--- config.mk ---
export PLATFORM = sky130hd
export DESIGN_NAME = serial_diag_status
export DESIGN_NICKNAME = d
export VERILOG_FILES = /design/src/common/diag_status_pkg.sv /design/src/core/cause_latch.sv /design/src/core/serial_diag_status.sv
export SDC_FILE = /design/constraint.sdc
export NUM_CORES = 1
export LEC_CHECK = 0
export BUFFER_PORTS_ARGS = -buffer_cell sky130_fd_sc_hd__buf_2
export CAP_MARGIN = 40
export CORE_MARGIN = 3
export CORE_UTILIZATION = 49
export CTS_CLUSTER_DIAMETER = 50
export DETAILED_ROUTE_END_ITERATION = 10
export HOLD_SLACK_MARGIN = 0.15
export MAX_ROUTING_LAYER = met4
export PLACE_DENSITY = 0.84
export SKIP_CTS_REPAIR_TIMING = 1
export SYNTH_ARGS = -nofsm -noshare
export SYNTH_HDL_FRONTEND = slang
export SYNTH_SLANG_ARGS = --single-unit
--- constraint.sdc ---
create_clock -name clk -period 1.8 [get_ports clk]
set_input_delay 0.54 -clock clk [delete_from_list [all_inputs] [get_ports clk]]
set_output_delay 0.54 -clock clk [all_outputs]
set_load 0.02 [all_outputs]
--- src/common/diag_status_pkg.sv ---
// constants and types for the serial diagnostic status bytes
//------------------------------------------------------------------------
//------------------------------------------------------------------------
package diag_status_pkg;
  localparam int BYTE_W = 8;
  // response byte bit positions
  localparam int RSP_OUT_ON    = 0;
  localparam int RSP_ACTUATOR  = 1;
  localparam int RSP_INPUTS    = 4;
  localparam int RSP_LIMIT     = 5;
  localparam int RSP_WARNING   = 6;
  localparam int RSP_ERROR     = 7;
  // cause byte bit positions, shared by warning and error bytes
  localparam int CAUSE_OUT_A   = 0;
  localparam int CAUSE_OUT_B   = 1;
  localparam int CAUSE_CROSS   = 2;
  localparam int CAUSE_TEMP    = 3;
  localparam int CAUSE_ACTUATOR = 4;
  localparam int CAUSE_INTERNAL = 5;
  localparam int CAUSE_COMM    = 6;
  localparam int CAUSE_W       = 7;
  // request byte bit positions
  localparam int REQ_ERR_RESET = 7;
  // reset values
  localparam logic [7:0] BYTE_CLEAR = 8'h00;
  // switching states of the safety outputs
  typedef enum {OUT_OFF, OUT_ON} out_state_t;
endpackage

--- src/core/cause_latch.sv ---
// latched error cause bits with priority of set over clear
`timescale 1ns/1ps
module cause_latch
  import diag_status_pkg::*;
(
  // clock and reset
  input  wire logic               clk,
  input  wire logic               reset,
  // causes and clear
  input  wire logic [CAUSE_W-1:0] cause,
  input  wire logic               clearReq,
  // latched bits
  output logic      [CAUSE_W-1:0] latched
);
  // a cause present during the clear keeps its bit set
  always_ff @(posedge clk) begin
    if (reset) begin
      latched <= BYTE_CLEAR[CAUSE_W-1:0];
    end else if (clearReq) begin
      latched <= cause;
    end else begin
      latched <= latched | cause;
    end
  end
endmodule // cause_latch

--- src/core/serial_diag_status.sv ---
// status, warning and error byte logic of the diagnostic channel
`timescale 1ns/1ps
module serial_diag_status
  import diag_status_pkg::*;
(
  // clock and reset
  input  wire logic              clk,
  input  wire logic              reset,
  // request byte from the controller
  input  wire logic [BYTE_W-1:0] hostRequestByte,
  // sensor conditions
  input  wire logic              safetyInA,
  input  wire logic              safetyInB,
  input  wire logic              actuatorDetected,
  input  wire logic              limitArea,
  input  wire logic              guardOpen,
  input  wire logic              enableRequest,
  input  wire logic              commFail,
  // fault detectors, warning class and error class
  input  wire logic [CAUSE_W-1:0] warnCause,
  input  wire logic [CAUSE_W-1:0] errCause,
  input  wire logic              warnTimeout,
  // outputs to the controller
  output logic      [BYTE_W-1:0] sensorResponseByte,
  output logic      [BYTE_W-1:0] warningCauseByte,
  output logic      [BYTE_W-1:0] errorCauseByte,
  // safety outputs
  output logic                   safetyOutA,
  output logic                   safetyOutB
);
  //----------------------------------------------------------------------
  // error reset and latching
  //----------------------------------------------------------------------
  logic               prevReset;
  logic               resetFall;
  logic               prevGuard;
  logic               clearReq;
  logic [CAUSE_W-1:0] errAll;
  logic [CAUSE_W-1:0] errLatched;
  logic               errActive;
  logic               warnActive;
  out_state_t         outState;
  out_state_t         next_outState;

  // edge history of request bit 7 and guard
  always_ff @(posedge clk) begin
    if (reset) begin
      prevReset <= 1'b0;
      prevGuard <= 1'b0;
    end else begin
      prevReset <= hostRequestByte[REQ_ERR_RESET];
      prevGuard <= guardOpen;
    end
  end

  assign resetFall = prevReset & ~hostRequestByte[REQ_ERR_RESET];
  assign clearReq  = resetFall | (guardOpen & ~prevGuard);

  // communication failure is its own error cause
  always_comb begin
    errAll = errCause;
    errAll[CAUSE_COMM] = errCause[CAUSE_COMM] | commFail;
  end

  cause_latch u_latch (
    .clk     (clk),
    .reset   (reset),
    .cause   (errAll),
    .clearReq(clearReq),
    .latched (errLatched)
  );

  assign errActive  = |errLatched;
  assign warnActive = |warnCause;

  //----------------------------------------------------------------------
  // safety output control
  //----------------------------------------------------------------------
  always_comb begin
    next_outState = outState;
    if (commFail) begin
      next_outState = outState;
    end else if (errActive || warnTimeout || !enableRequest) begin
      next_outState = OUT_OFF;
    end else if (actuatorDetected && safetyInA && safetyInB) begin
      next_outState = OUT_ON;
    end else begin
      next_outState = OUT_OFF;
    end
  end

  // output state register
  always_ff @(posedge clk) begin
    if (reset) begin
      outState <= OUT_OFF;
    end else begin
      outState <= next_outState;
    end
  end

  // both safety outputs follow the next state so the status byte agrees
  always_ff @(posedge clk) begin
    if (reset) begin
      safetyOutA <= 1'b0;
      safetyOutB <= 1'b0;
    end else begin
      safetyOutA <= (next_outState == OUT_ON);
      safetyOutB <= (next_outState == OUT_ON);
    end
  end

  //----------------------------------------------------------------------
  // status bytes
  //----------------------------------------------------------------------
  // true when a switching state drives the safety outputs
  function automatic logic isOn(input out_state_t s);
    return (s == OUT_ON);
  endfunction

  logic [BYTE_W-1:0] next_response;
  always_comb begin
    next_response = BYTE_CLEAR;
    next_response[RSP_OUT_ON]   = isOn(next_outState);
    next_response[RSP_ACTUATOR] = actuatorDetected;
    next_response[RSP_INPUTS]   = safetyInA & safetyInB;
    next_response[RSP_LIMIT]    = actuatorDetected & limitArea
                                  & isOn(next_outState);
    next_response[RSP_WARNING]  = warnActive | errActive;
    next_response[RSP_ERROR]    = errActive & ~isOn(next_outState);
  end

  // registered bytes, all bits active high
  always_ff @(posedge clk) begin
    if (reset) begin
      sensorResponseByte <= BYTE_CLEAR;
      warningCauseByte   <= BYTE_CLEAR;
      errorCauseByte     <= BYTE_CLEAR;
    end else begin
      sensorResponseByte <= next_response;
      warningCauseByte   <= {1'b0, warnCause};
      errorCauseByte     <= {1'b0, errLatched};
    end
  end

  //----------------------------------------------------------------------
  // assertions
  //----------------------------------------------------------------------
  a_error_detail: assert property (@(posedge clk) disable iff (reset)
    sensorResponseByte[RSP_ERROR] |-> (errorCauseByte != BYTE_CLEAR))
    else $error("error flagged without cause");
  a_out_bit: assert property (@(posedge clk) disable iff (reset)
    sensorResponseByte[RSP_OUT_ON] == safetyOutA)
    else $error("output bit disagrees with output");
  a_inputs_live: assert property (@(posedge clk) disable iff (reset)
    (safetyInA && safetyInB) |=> sensorResponseByte[RSP_INPUTS])
    else $error("inputs bit missing");
  a_comm_hold: assert property (@(posedge clk) disable iff (reset)
    commFail |=> $stable(safetyOutA) or !$past(commFail))
    else $error("output moved during comm fail");
  a_comm_report: assert property (@(posedge clk) disable iff (reset)
    commFail |-> ##2 errorCauseByte[CAUSE_COMM])
    else $error("comm failure not reported");
  a_warn_follow: assert property (@(posedge clk) disable iff (reset)
    ##1 warningCauseByte[CAUSE_W-1:0] == $past(warnCause))
    else $error("warning byte not following cause");
  a_err_latch: assert property (@(posedge clk) disable iff (reset)
    (errLatched[CAUSE_TEMP] && !clearReq) |=> errLatched[CAUSE_TEMP])
    else $error("error bit dropped without reset");
  a_err_off: assert property (@(posedge clk) disable iff (reset)
    sensorResponseByte[RSP_ERROR] |-> !safetyOutA && !safetyOutB)
    else $error("error with outputs on");
  a_limit_bit: assert property (@(posedge clk) disable iff (reset)
    sensorResponseByte[RSP_LIMIT] |-> sensorResponseByte[RSP_OUT_ON])
    else $error("limit bit with outputs off");

  //----------------------------------------------------------------------
  // output switching checks
  //----------------------------------------------------------------------
  // the two safety outputs always switch as a pair
  a_outs_agree: assert property (@(posedge clk) disable iff (reset)
    safetyOutA == safetyOutB)
    else $error("safety outputs disagree");

  // outputs only come on with actuator, both inputs and enable
  a_on_needs: assert property (@(posedge clk) disable iff (reset)
    $rose(safetyOutA) |-> $past(actuatorDetected && safetyInA && safetyInB && enableRequest))
    else $error("outputs on without their conditions");

  // a withdrawn enable switches off unless the link is down
  a_off_no_enable: assert property (@(posedge clk) disable iff (reset)
    (!enableRequest && !commFail) |=> !safetyOutA)
    else $error("outputs on without enable");

  // an expired warning timer ends the delayed switch-off
  a_warn_timeout: assert property (@(posedge clk) disable iff (reset)
    (warnTimeout && !commFail) |=> !safetyOutA)
    else $error("outputs on after warning timeout");

  // a latched error switches off unless the link is down
  a_err_outs_off: assert property (@(posedge clk) disable iff (reset)
    (errActive && !commFail) |=> !safetyOutA)
    else $error("outputs on with latched error");

  // output b is frozen as well while the link is down
  a_comm_hold_b: assert property (@(posedge clk) disable iff (reset)
    commFail |=> $stable(safetyOutB))
    else $error("output b moved during comm fail");

  //----------------------------------------------------------------------
  // response byte checks
  //----------------------------------------------------------------------
  // actuator bit follows its detector one cycle later
  a_actuator_bit: assert property (@(posedge clk) disable iff (reset)
    1'b1 |=> (sensorResponseByte[RSP_ACTUATOR] == $past(actuatorDetected)))
    else $error("actuator bit wrong");

  // inputs bit drops when either input is dead
  a_inputs_dead: assert property (@(posedge clk) disable iff (reset)
    !(safetyInA && safetyInB) |=> !sensorResponseByte[RSP_INPUTS])
    else $error("inputs bit set with dead input");

  // limit bit needs a detected actuator
  a_limit_act: assert property (@(posedge clk) disable iff (reset)
    sensorResponseByte[RSP_LIMIT] |-> sensorResponseByte[RSP_ACTUATOR])
    else $error("limit bit without actuator");

  // limit bit set when actuated in the limit area with outputs on
  a_limit_set: assert property (@(posedge clk) disable iff (reset)
    (actuatorDetected && limitArea && isOn(next_outState)) |=> sensorResponseByte[RSP_LIMIT])
    else $error("limit bit missing");

  // an active warning cause raises the warning bit
  a_warn_bit: assert property (@(posedge clk) disable iff (reset)
    (warningCauseByte != BYTE_CLEAR) |-> sensorResponseByte[RSP_WARNING])
    else $error("warning bit missing");

  // an error is always a warning as well
  a_err_is_warn: assert property (@(posedge clk) disable iff (reset)
    sensorResponseByte[RSP_ERROR] |-> sensorResponseByte[RSP_WARNING])
    else $error("error without warning bit");

  //----------------------------------------------------------------------
  // cause byte checks
  //----------------------------------------------------------------------
  // a flagged warning or error always has a cause to read out
  a_warn_detail: assert property (@(posedge clk) disable iff (reset)
    sensorResponseByte[RSP_WARNING]
      |-> ((warningCauseByte != BYTE_CLEAR) || (errorCauseByte != BYTE_CLEAR)))
    else $error("warning flagged without cause");

  // unused top bit of both cause bytes stays clear
  a_cause_top: assert property (@(posedge clk) disable iff (reset)
    !warningCauseByte[BYTE_W-1] && !errorCauseByte[BYTE_W-1])
    else $error("unused cause bit set");

  // warning byte drops as soon as the causes are gone
  a_warn_gone: assert property (@(posedge clk) disable iff (reset)
    (warnCause == '0) |=> (warningCauseByte == BYTE_CLEAR))
    else $error("warning byte held without cause");

  // a link failure lands in the latch on the next edge
  a_comm_latched: assert property (@(posedge clk) disable iff (reset)
    commFail |=> errLatched[CAUSE_COMM])
    else $error("comm failure not latched");

  // latched bits never drop without a clear event
  a_err_sticky: assert property (@(posedge clk) disable iff (reset)
    !clearReq |=> ((errLatched & $past(errLatched)) == $past(errLatched)))
    else $error("latched error dropped");

  //----------------------------------------------------------------------
  // error reset checks
  //----------------------------------------------------------------------
  // a fall of request bit 7 is a clear event
  a_reset_fall: assert property (@(posedge clk) disable iff (reset)
    ##1 ($past(hostRequestByte[REQ_ERR_RESET]) && !hostRequestByte[REQ_ERR_RESET])
      |-> clearReq)
    else $error("request fall not seen");

  // opening the guard is a clear event
  a_guard_clear: assert property (@(posedge clk) disable iff (reset)
    $rose(guardOpen) |-> clearReq)
    else $error("guard opening not seen");

  // a clear with no cause left empties the latch
  a_clear_gone: assert property (@(posedge clk) disable iff (reset)
    (clearReq && (errAll == '0)) |=> (errLatched == '0))
    else $error("error not cleared");

  // a cause present during the clear keeps its bit
  a_clear_keeps: assert property (@(posedge clk) disable iff (reset)
    clearReq |=> ((errLatched & $past(errAll)) == $past(errAll)))
    else $error("present cause lost on clear");

  //----------------------------------------------------------------------
  // cover points
  //----------------------------------------------------------------------
  c_outputs_on: cover property (@(posedge clk) disable iff (reset) $rose(safetyOutA));
  c_error_set:  cover property (@(posedge clk) disable iff (reset)
    $rose(sensorResponseByte[RSP_ERROR]));
  c_err_clear:  cover property (@(posedge clk) disable iff (reset) resetFall ##2
    (errorCauseByte == BYTE_CLEAR));
  c_comm_fail:  cover property (@(posedge clk) disable iff (reset) commFail && safetyOutA);
  c_warn_stop:  cover property (@(posedge clk) disable iff (reset)
    warnTimeout && safetyOutA);
endmodule // serial_diag_status

==> results of run 1 <==
layout by cell type, fill, tap and decap left out:
cell | netlist | final
nor2b_2 | 1 | 1
a22oi_1 | 1 | 1
nor3_1 | 4 | 4
conb_1 | 1 | 4
and4bb_1 | 1 | 1
nand4_1 | 2 | 2
nor2_2 | 1 | 1
bufinv_16 | 0 | 1
o21ai_0 | 1 | 1
nor4_4 | 1 | 1
nor2_1 | 9 | 9
nor2b_1 | 16 | 16
clkbuf_1 | 5 | 1
dfxtp_1 | 61 | 61
nand2_1 | 2 | 2
clkinv_2 | 0 | 4
inv_2 | 2 | 2
a211oi_1 | 1 | 1
and2_1 | 32 | 32
clkbuf_8 | 0 | 10
a21oi_1 | 6 | 6
nor4_1 | 8 | 8
a31oi_1 | 1 | 1
buf_2 | 0 | 46
and4_1 | 1 | 1
or4_4 | 1 | 1
buf_4 | 7 | 3
a31o_4 | 1 | 1
worst max-delay path: stages, from the launching register on:
cell	delay (ps)
dfxtp_1	320
or4_4	540
nor4_4	250
a31o_4	200
and4_1	170
worst paths after layout:
check,end,startpoint,slack (ps)
max,sensorResponseByte[5],u_latch.latched[3],260
min,u_latch.latched[2],errCause[2],420
max reg2reg,sensorResponseByte[5],u_latch.latched[3],260
min reg2reg,outState[17],outState[17],460
logic make-up (layout without fill, tap and decap cells):
group,count (synthesis),in the layout
compound gates,11,11
buf+inv,14,67
simple gates,79,79
other cells,1,4
flops,61,61
stage by stage:
step / setup WS, ps / std cells / hold WS [ps]
after floorplan: 379.5 / 169 / 430.2
after global placement: 297.5 / 252 / 443.3
after detailed placement: 262.9 / 252 / 444.4
after CTS: 251.1 / 268 / 410.7
after global routing: 213.1 / 268 / 414.4
final: 262.0 / 268 / 422.1
sequential cells by signal, summed over array words and instances, names as in the netlist:
| signal | cells |
|---|---|
| prevGuard | 1 |
| errorCauseByte | 7 |
| sensorResponseByte | 6 |
| prevReset | 1 |
| outState | 32 |
| warningCauseByte | 7 |
| u_latch.latched | 7 |
cells in the mapped netlist, types with 2 or more instances:
library cell  instances  area [um^2]
dfxtp_1              61         1221
and2_1               32        200.2
nor2b_1              16        100.1
nor2_1                9        33.78
nor4_1                8        50.05
buf_4                 7        52.55
a21oi_1               6        30.03
clkbuf_1              5        18.77
nor3_1                4        20.02
inv_2                 2        7.510
nand2_1               2        7.510
nand4_1               2        12.51
per-layer routing:
metal | routed length, um | vias to the layer above
met5 | 0 | -
met4 | 44 | 0
met3 | 216 | 7
met2 | 1472 | 25
met1 | 1349 | 551
li1 | - | 639
final cells by class:
class	instances	area, um^2	area share
Sequential cell	61	1221	0.5281
Multi-Input combinational cell	94	581.8	0.2516
Timing Repair Buffer	49	252.7	0.1093
Clock buffer	11	141.4	0.06115
Tap cell	46	57.56	0.02489
Clock inverter	5	50.05	0.02164
Inverter	2	7.507	0.003247
power breakdown:
group          switching [uW]  internal [uW]  leakage [uW]
registers                14.9           1380      0.000498
logic                    89.5           61.9      0.000460
clock network             481            667      0.000103
==> results.cfg, run 1 <==
[final_layout]
fin_util = 0.6617
diodes = 0
drive_above_1_share = 0.3198
syn2layout_area_growth_pct = 23.61
final_cell_area_mm2 = 0.002312
final_nets = 249
num-fill-cells = 263

[global_routing]
use_met1 = 0.1733
grt_util_met3 = 0.1098
grt_max_degree = 32
grt_pass1_vias = 1130
grt-busiest-layer = met2
grt-ovfl-total = 0
grt_pass1_wl_um = 4767
gr-usage-met2 = 0.2126
antenna_found_initial = 0
track_usage = 0.1569

[timing]
tns_ps = 0
min_period_ps = 1538
rsz0062_at_grt = false
fmaxAchievable_mhz = 650.2
setup_viol = 0
maxSlewViolCount = 0
finClkSkew_ps = 4.998
period_share = 0.8545
hold_viol = 0

[synth]
synthArstFlopShare = 0
yosysUniqueCellTypes = 24
avgSynthCellArea_um2 = 11.27
seq_area_frac_synth = 0.6528
synthXorXnorAreaFrac = 0
synthAdderAreaFrac = 0
yosys_warnings = 0
synth_area_mm2 = 0.001871
synth_compound_area_frac = 0.03946
synth_top_family_by_area = simple AND/OR/NAND/NOR gates
yosys-mux-area-fraction = 0
syn_inst = 166
yosys_register_bits = 61
synth_edf_count = 0
synth-simple-area-share = 0.2635
ys.flop_type = dfxtp_1

[floorplanning]
num_rows = 21
die-area_mm2 = 0.004595
die_w_um = 67.79
num_io_pins = 58
die_h_um = 67.79
core_mm2 = 0.003495
initial_utilization = 0.5353

[routing]
routed_wl_um = 3082
vias_per_cell = 4.560
wire_per_inst_um = 11.50
drt_first_pass_iters = 4
via_count = 1222
drt-initial-drc-count = 34
post-route-drc-count = 0
ant_nets = 0

[worst_hold_path]
hold_path.class = primary input to flop
hold_depth = 3

[pwr]
power.density_mw_per_mm2 = 1167
total_leakage_power_uw = 0.001062
fin_total_pwr_uw = 2699
vdd_drop_max_v = 0.0006520

[clocking]
cts_tree = done
cts_inserted_buffers = 9
clk_pin_slew_ps = 60
clock-sinks = 61
htreeDepth = 3
root_buffer = clkbuf_8
clk_path_buf_depth = 2
clock_latency_ps = 330

[critical_path]
worstPathRequired_ps = 2080
setup.worst_path.end_class = flop
critPathMaxFanout = 3
arrival_ps = 1820
r2r_cells = 4
critPathKind = flop to flop
crit_path_start_kind = flop

[place]
numPortBuffers = 46
hpwlAfterDp_um = 2233
post_dp_cell_area_mm2 = 0.002121
routabilityCongestion = 0.7221

[run]
maxCapViolCount = 0

[run_status]
status = finished, final reports clean
(Power assumes the default switching activity.)
==> inputs of run 2 (changes only) <==
--- a/config.mk
+++ b/config.mk
@@ -17,4 +17,5 @@
 export SKIP_CTS_REPAIR_TIMING = 1
 export SYNTH_ARGS = -nofsm -noshare
 export SYNTH_HDL_FRONTEND = slang
+export SYNTH_HIERARCHICAL = 1
 export SYNTH_SLANG_ARGS = --single-unit
==> results.cfg, run 2 <==
[pwr]
seqPwrFrac = 0.535
clkPwrFrac = 0.407
p_sw_frac = 0.2149
vdd_drop_max_v = 0.0007275
p_int_uw = 2052
power.density_mw_per_mm2 = 1120
total_leakage_power_uw = 0.001085
p_switching_uw = 561.8
power_frac_comb = 0.058
fin_total_pwr_uw = 2614

[clocking]
cts_inserted_buffers = 9
htreeDepth = 3
clock_latency_ps = 330
clock-sinks = 61
cts_tree = done
clk_pin_slew_ps = 60
clk_path_buf_depth = 2
root_buffer = clkbuf_8

[critical_path]
rr_startpoint = u_latch/latched[2]
arrival_ps = 1800
worstPathRequired_ps = 2080
crit_path_start_kind = flop
startpoint = u_latch/latched[2]
critPathMaxFanout = 3
setup.worst_path.end_class = flop
critPathKind = flop to flop

[synth]
yosysTopAreaCellShare = 0.6413
yosysUniqueCellTypes = 25
seq_area_frac_synth = 0.6413
yosys_register_bits = 61
syn_inst = 173
synth_top_area_cell = dfxtp_1
yosysMostFrequentCell = dfxtp_1
synth_edf_count = 0
synth_area_leaders = dfxtp_1 (64%), and2_1 (11%), nor2b_1 (5.3%), nor4_1 (2.6%), buf_4 (2.4%)
yosys_warnings = 6
synth_area_mm2 = 0.001904
ys.flop_type = dfxtp_1
synthArstFlopShare = 0
synth_commonest_cells = dfxtp_1 (61), and2_1 (32), nor2b_1 (16)
avgSynthCellArea_um2 = 11.01

[global_routing]
grt_pass1_vias = 1161
grt_pass1_wl_um = 4968
antenna_found_initial = 0
grt_max_degree = 32
track_usage = 0.1573
grt-ovfl-total = 0

[place]
dp_slack_ps = 269.5
routabilityCongestion = 0.6669
hpwlAfterDp_um = 2165
numPortBuffers = 46
post_dp_cell_area_mm2 = 0.002157

[timing]
maxSlewViolCount = 0
rsz0062_at_grt = false
finClkSkew_ps = 7.295
setup_ws_ps = 279.5
period_share = 0.8447
tns_ps = 0
fmaxAchievable_mhz = 657.7
min_period_ps = 1520
hold_viol = 0
setup_viol = 0

[final_layout]
largest_register_ff_count = 32
syn2layout_area_growth_pct = 22.60
layout_common_cells = dfxtp_1 (61), buf_2 (46), and2_1 (32)
drive_above_1_share = 0.2895
largest-register = outState
fin_util = 0.6283
diodes = 0
final_nets = 256
final_cell_area_mm2 = 0.002335
final_common_cell = dfxtp_1

[floorplanning]
die_w_um = 68.34
die_h_um = 68.34
num_io_pins = 58
num_rows = 22
initial_utilization = 0.5125
die-area_mm2 = 0.004670
core_mm2 = 0.003716

[worst_hold_path]
hold_path.class = primary input to flop
worstHoldStart = warnCause[0]

[routing]
post-route-drc-count = 0
routed_wl_um = 3120
via_count = 1231
drt_first_pass_iters = 2
ant_nets = 0
vias_per_cell = 4.460
drt-initial-drc-count = 38
wire_per_inst_um = 11.30

[run]
maxCapViolCount = 0

[run_status]
status = finished, final reports clean
==> run 2: worst paths after layout <==
check / endpoint / slack (ps) / depth (start not counted)
max: sensorResponseByte[5] / 280 / 4
min: warningCauseByte[0] / 430 / 2
max reg2reg: sensorResponseByte[5] / 280 / 4
min reg2reg: outState[14] / 460 / 1
==> run 2: final cells by class <==
type                            count  area (um^2)
Tap cell                           48        60.06
Multi-Input combinational cell     95        596.8
Timing Repair Buffer               48        245.2
Clock inverter                      1        5.005
Clock buffer                       14        172.7
Fill cell                         309         1381
Inverter                            9        33.78
Sequential cell                    61         1221
==> run 2: power by group through the flow <==
stage | Sequential (uW) | Combinational (uW) | Clock, uW
finish | 1400 | 152 | 1060
global placement | 1430 | 151 | 0
floorplan | 1460 | 68.7 | 0
CTS | 1400 | 154 | 1110
detailed placement | 1430 | 153 | 0
global route | 1400 | 168 | 1160
==> run 2: cell families after synthesis <==
group	count (synthesis)	share of synthesized area
compound gates	11	0.03680
buf+inv	20	0.05124
flops	61	0.6413
other cells	1	0.001969
simple gates	80	0.2687
==> run 2: layer usage <==
layer  up-vias  GRT usage  share of wire
li1        647          -              -
met1       535     0.1531           0.44
met2        40     0.2359           0.43
met3         9     0.1067           0.11
met4         0    0.08189          0.022
met5         -          -              0
==> run 2: stage by stage <==
| step | hold WS (ps) | cells |
|---|---|---|
| global route | 415.9 | 276 |
| global placement | 442.9 | 261 |
| finish | 433.2 | 276 |
| detailed placement | 445.9 | 261 |
| CTS | 409.6 | 276 |
| floorplan | 430.2 | 176 |
==> run 2: worst max-delay path, cell delays in order (launching register included) <==
cell	delay, ps
dfxtp_1	320
or4_4	550
nor4_4	230
a31o_4	200
and4_1	170
==> inputs of run 3 (changes only) <==
==> constraint.sdc (replaced) <==
create_clock -name clk -period 1.6 [get_ports clk]
set_input_delay 0.48 -clock clk [delete_from_list [all_inputs] [get_ports clk]]
set_output_delay 0.48 -clock clk [all_outputs]
set_load 0.02 [all_outputs]
==> results.cfg, run 3 (synthesized netlist as in run 2, its figures left out) <==
[critical_path]
worstPathRequired_ps = 1880
arrival_ps = 1770
r2r_setup_slack_ps = 110
critPathMaxFanout = 3
setup.worst_path.end_class = flop
cp_cell_sequence = or4_4 > nor4_4 > a31o_4 > and4_1
r2r_cells = 4
critPathKind = flop to flop
r2r_end = sensorResponseByte[5]
cp-endpoint = sensorResponseByte[5]
critPathSlowestCell = or4_4
crit_path_start_kind = flop
startpoint = u_latch/latched[2]
cpPeakStageDelay_ps = 550
rr_startpoint = u_latch/latched[2]

[run_status]
status = finished, final reports clean

[pwr]
fin_total_pwr_uw = 3164
vdd_drop_max_v = 0.001008
total_leakage_power_uw = 0.001104
power.density_mw_per_mm2 = 1334

[timing]
finClkSkew_ps = 6.682
rsz0062_at_grt = false
period_share = 0.9316
maxSlewViolCount = 0
hold_viol = 0
fmaxAchievable_mhz = 670.9
hold_ws_ps = 359.1
tns_ps = 0
setup_viol = 0
min_period_ps = 1491

[global_routing]
track_usage = 0.1684
grt-ovfl-total = 0
antenna_found_initial = 0
grt_pass1_vias = 1261
grt_max_degree = 32
grt_pass1_wl_um = 5257

[worst_hold_path]
hold_depth = 2
worstHoldStart = reset
hold_path.class = primary input to flop

[place]
routabilityCongestion = 0.6680
numPortBuffers = 46
post_dp_cell_area_mm2 = 0.002165
hpwlAfterDp_um = 2236

[clocking]
clk_path_buf_depth = 2
clock_latency_ps = 330
cts_inserted_buffers = 9
htreeDepth = 3
clk_pin_slew_ps = 60
cts_tree = done
root_buffer = clkbuf_8
clock-sinks = 61

[final_layout]
drive_above_1_share = 0.2957
largest_register_ff_count = 32
final_nets = 257
largest-register = outState
final_cell_area_mm2 = 0.002371
fin_util = 0.6380
final_common_cell = dfxtp_1
layout_common_cells = dfxtp_1 (61), buf_2 (46), and2_1 (32)
syn2layout_area_growth_pct = 24.51
diodes = 0

[routing]
vias_per_cell = 4.514
post-route-drc-count = 0
ant_nets = 0
drt_first_pass_iters = 4
routed_wl_um = 3256
wire_per_inst_um = 11.71
drt-initial-drc-count = 59
via_count = 1255

[floorplanning]
die-area_mm2 = 0.004670
die_h_um = 68.34
initial_utilization = 0.5125
num_io_pins = 58
core_mm2 = 0.003716
die_w_um = 68.34
num_rows = 22

[run]
maxCapViolCount = 0
-- run 3: cell count changes in the layout (fill, tap and decap cells not counted) --
cell       previous run  this run
clkinv_2              1         3
clkbuf_8             12         9
buf_4                 2         3
bufinv_16             0         2
-- run 3: area by class of cell --
| type | instances | area (um^2) |
|---|---|---|
| fillers | 297 | 1345 |
| flip-flops and latches | 61 | 1221 |
| multi-input cells | 95 | 596.8 |
| repair buffers | 49 | 252.7 |
| clock buffers | 11 | 131.4 |
| clock inverters | 5 | 75.07 |
| well taps | 48 | 60.06 |
| inverters | 9 | 33.78 |
-- run 3: through the flow --
stage	instances	worst slack [ps]
floorplan	176	179.2
global placement	262	123.9
detailed placement	262	111.1
CTS	278	87.63
global route	278	21.03
finish	278	109.4
-- run 3: power breakdown --
group	switching, uW	total (uW)	internal [uW]
clock	547	1420	869
combinational	100	174	73.7
sequential	15.9	1570	1560
total	663	3160	2500
-- run 3: layer usage --
metal | track usage | vias up | wire length, um
li1 | - | 653 | -
met1 | 0.1494 | 559 | 1439
met2 | 0.2768 | 39 | 1492
met3 | 0.1002 | 4 | 289
met4 | 0.09429 | 0 | 35
met5 | - | - | 0
-- run 3: worst min-delay path by stage --
stage                     slack (ps)                     to
after CTS                        340  sensorResponseByte[1]
after global placement           440           outState[30]
after floorplan                  430           outState[13]
after detailed placement         450           outState[26]
after global routing             340  sensorResponseByte[1]
final                            360  sensorResponseByte[1]
-- run 3: worst max-delay path, delay by kind of cell, from the launching register on --
| family | cells | cell delay (ps) |
|---|---|---|
| compound gates | 1 | 200 |
| simple gates | 3 | 920 |
| flops | 1 | 320 |
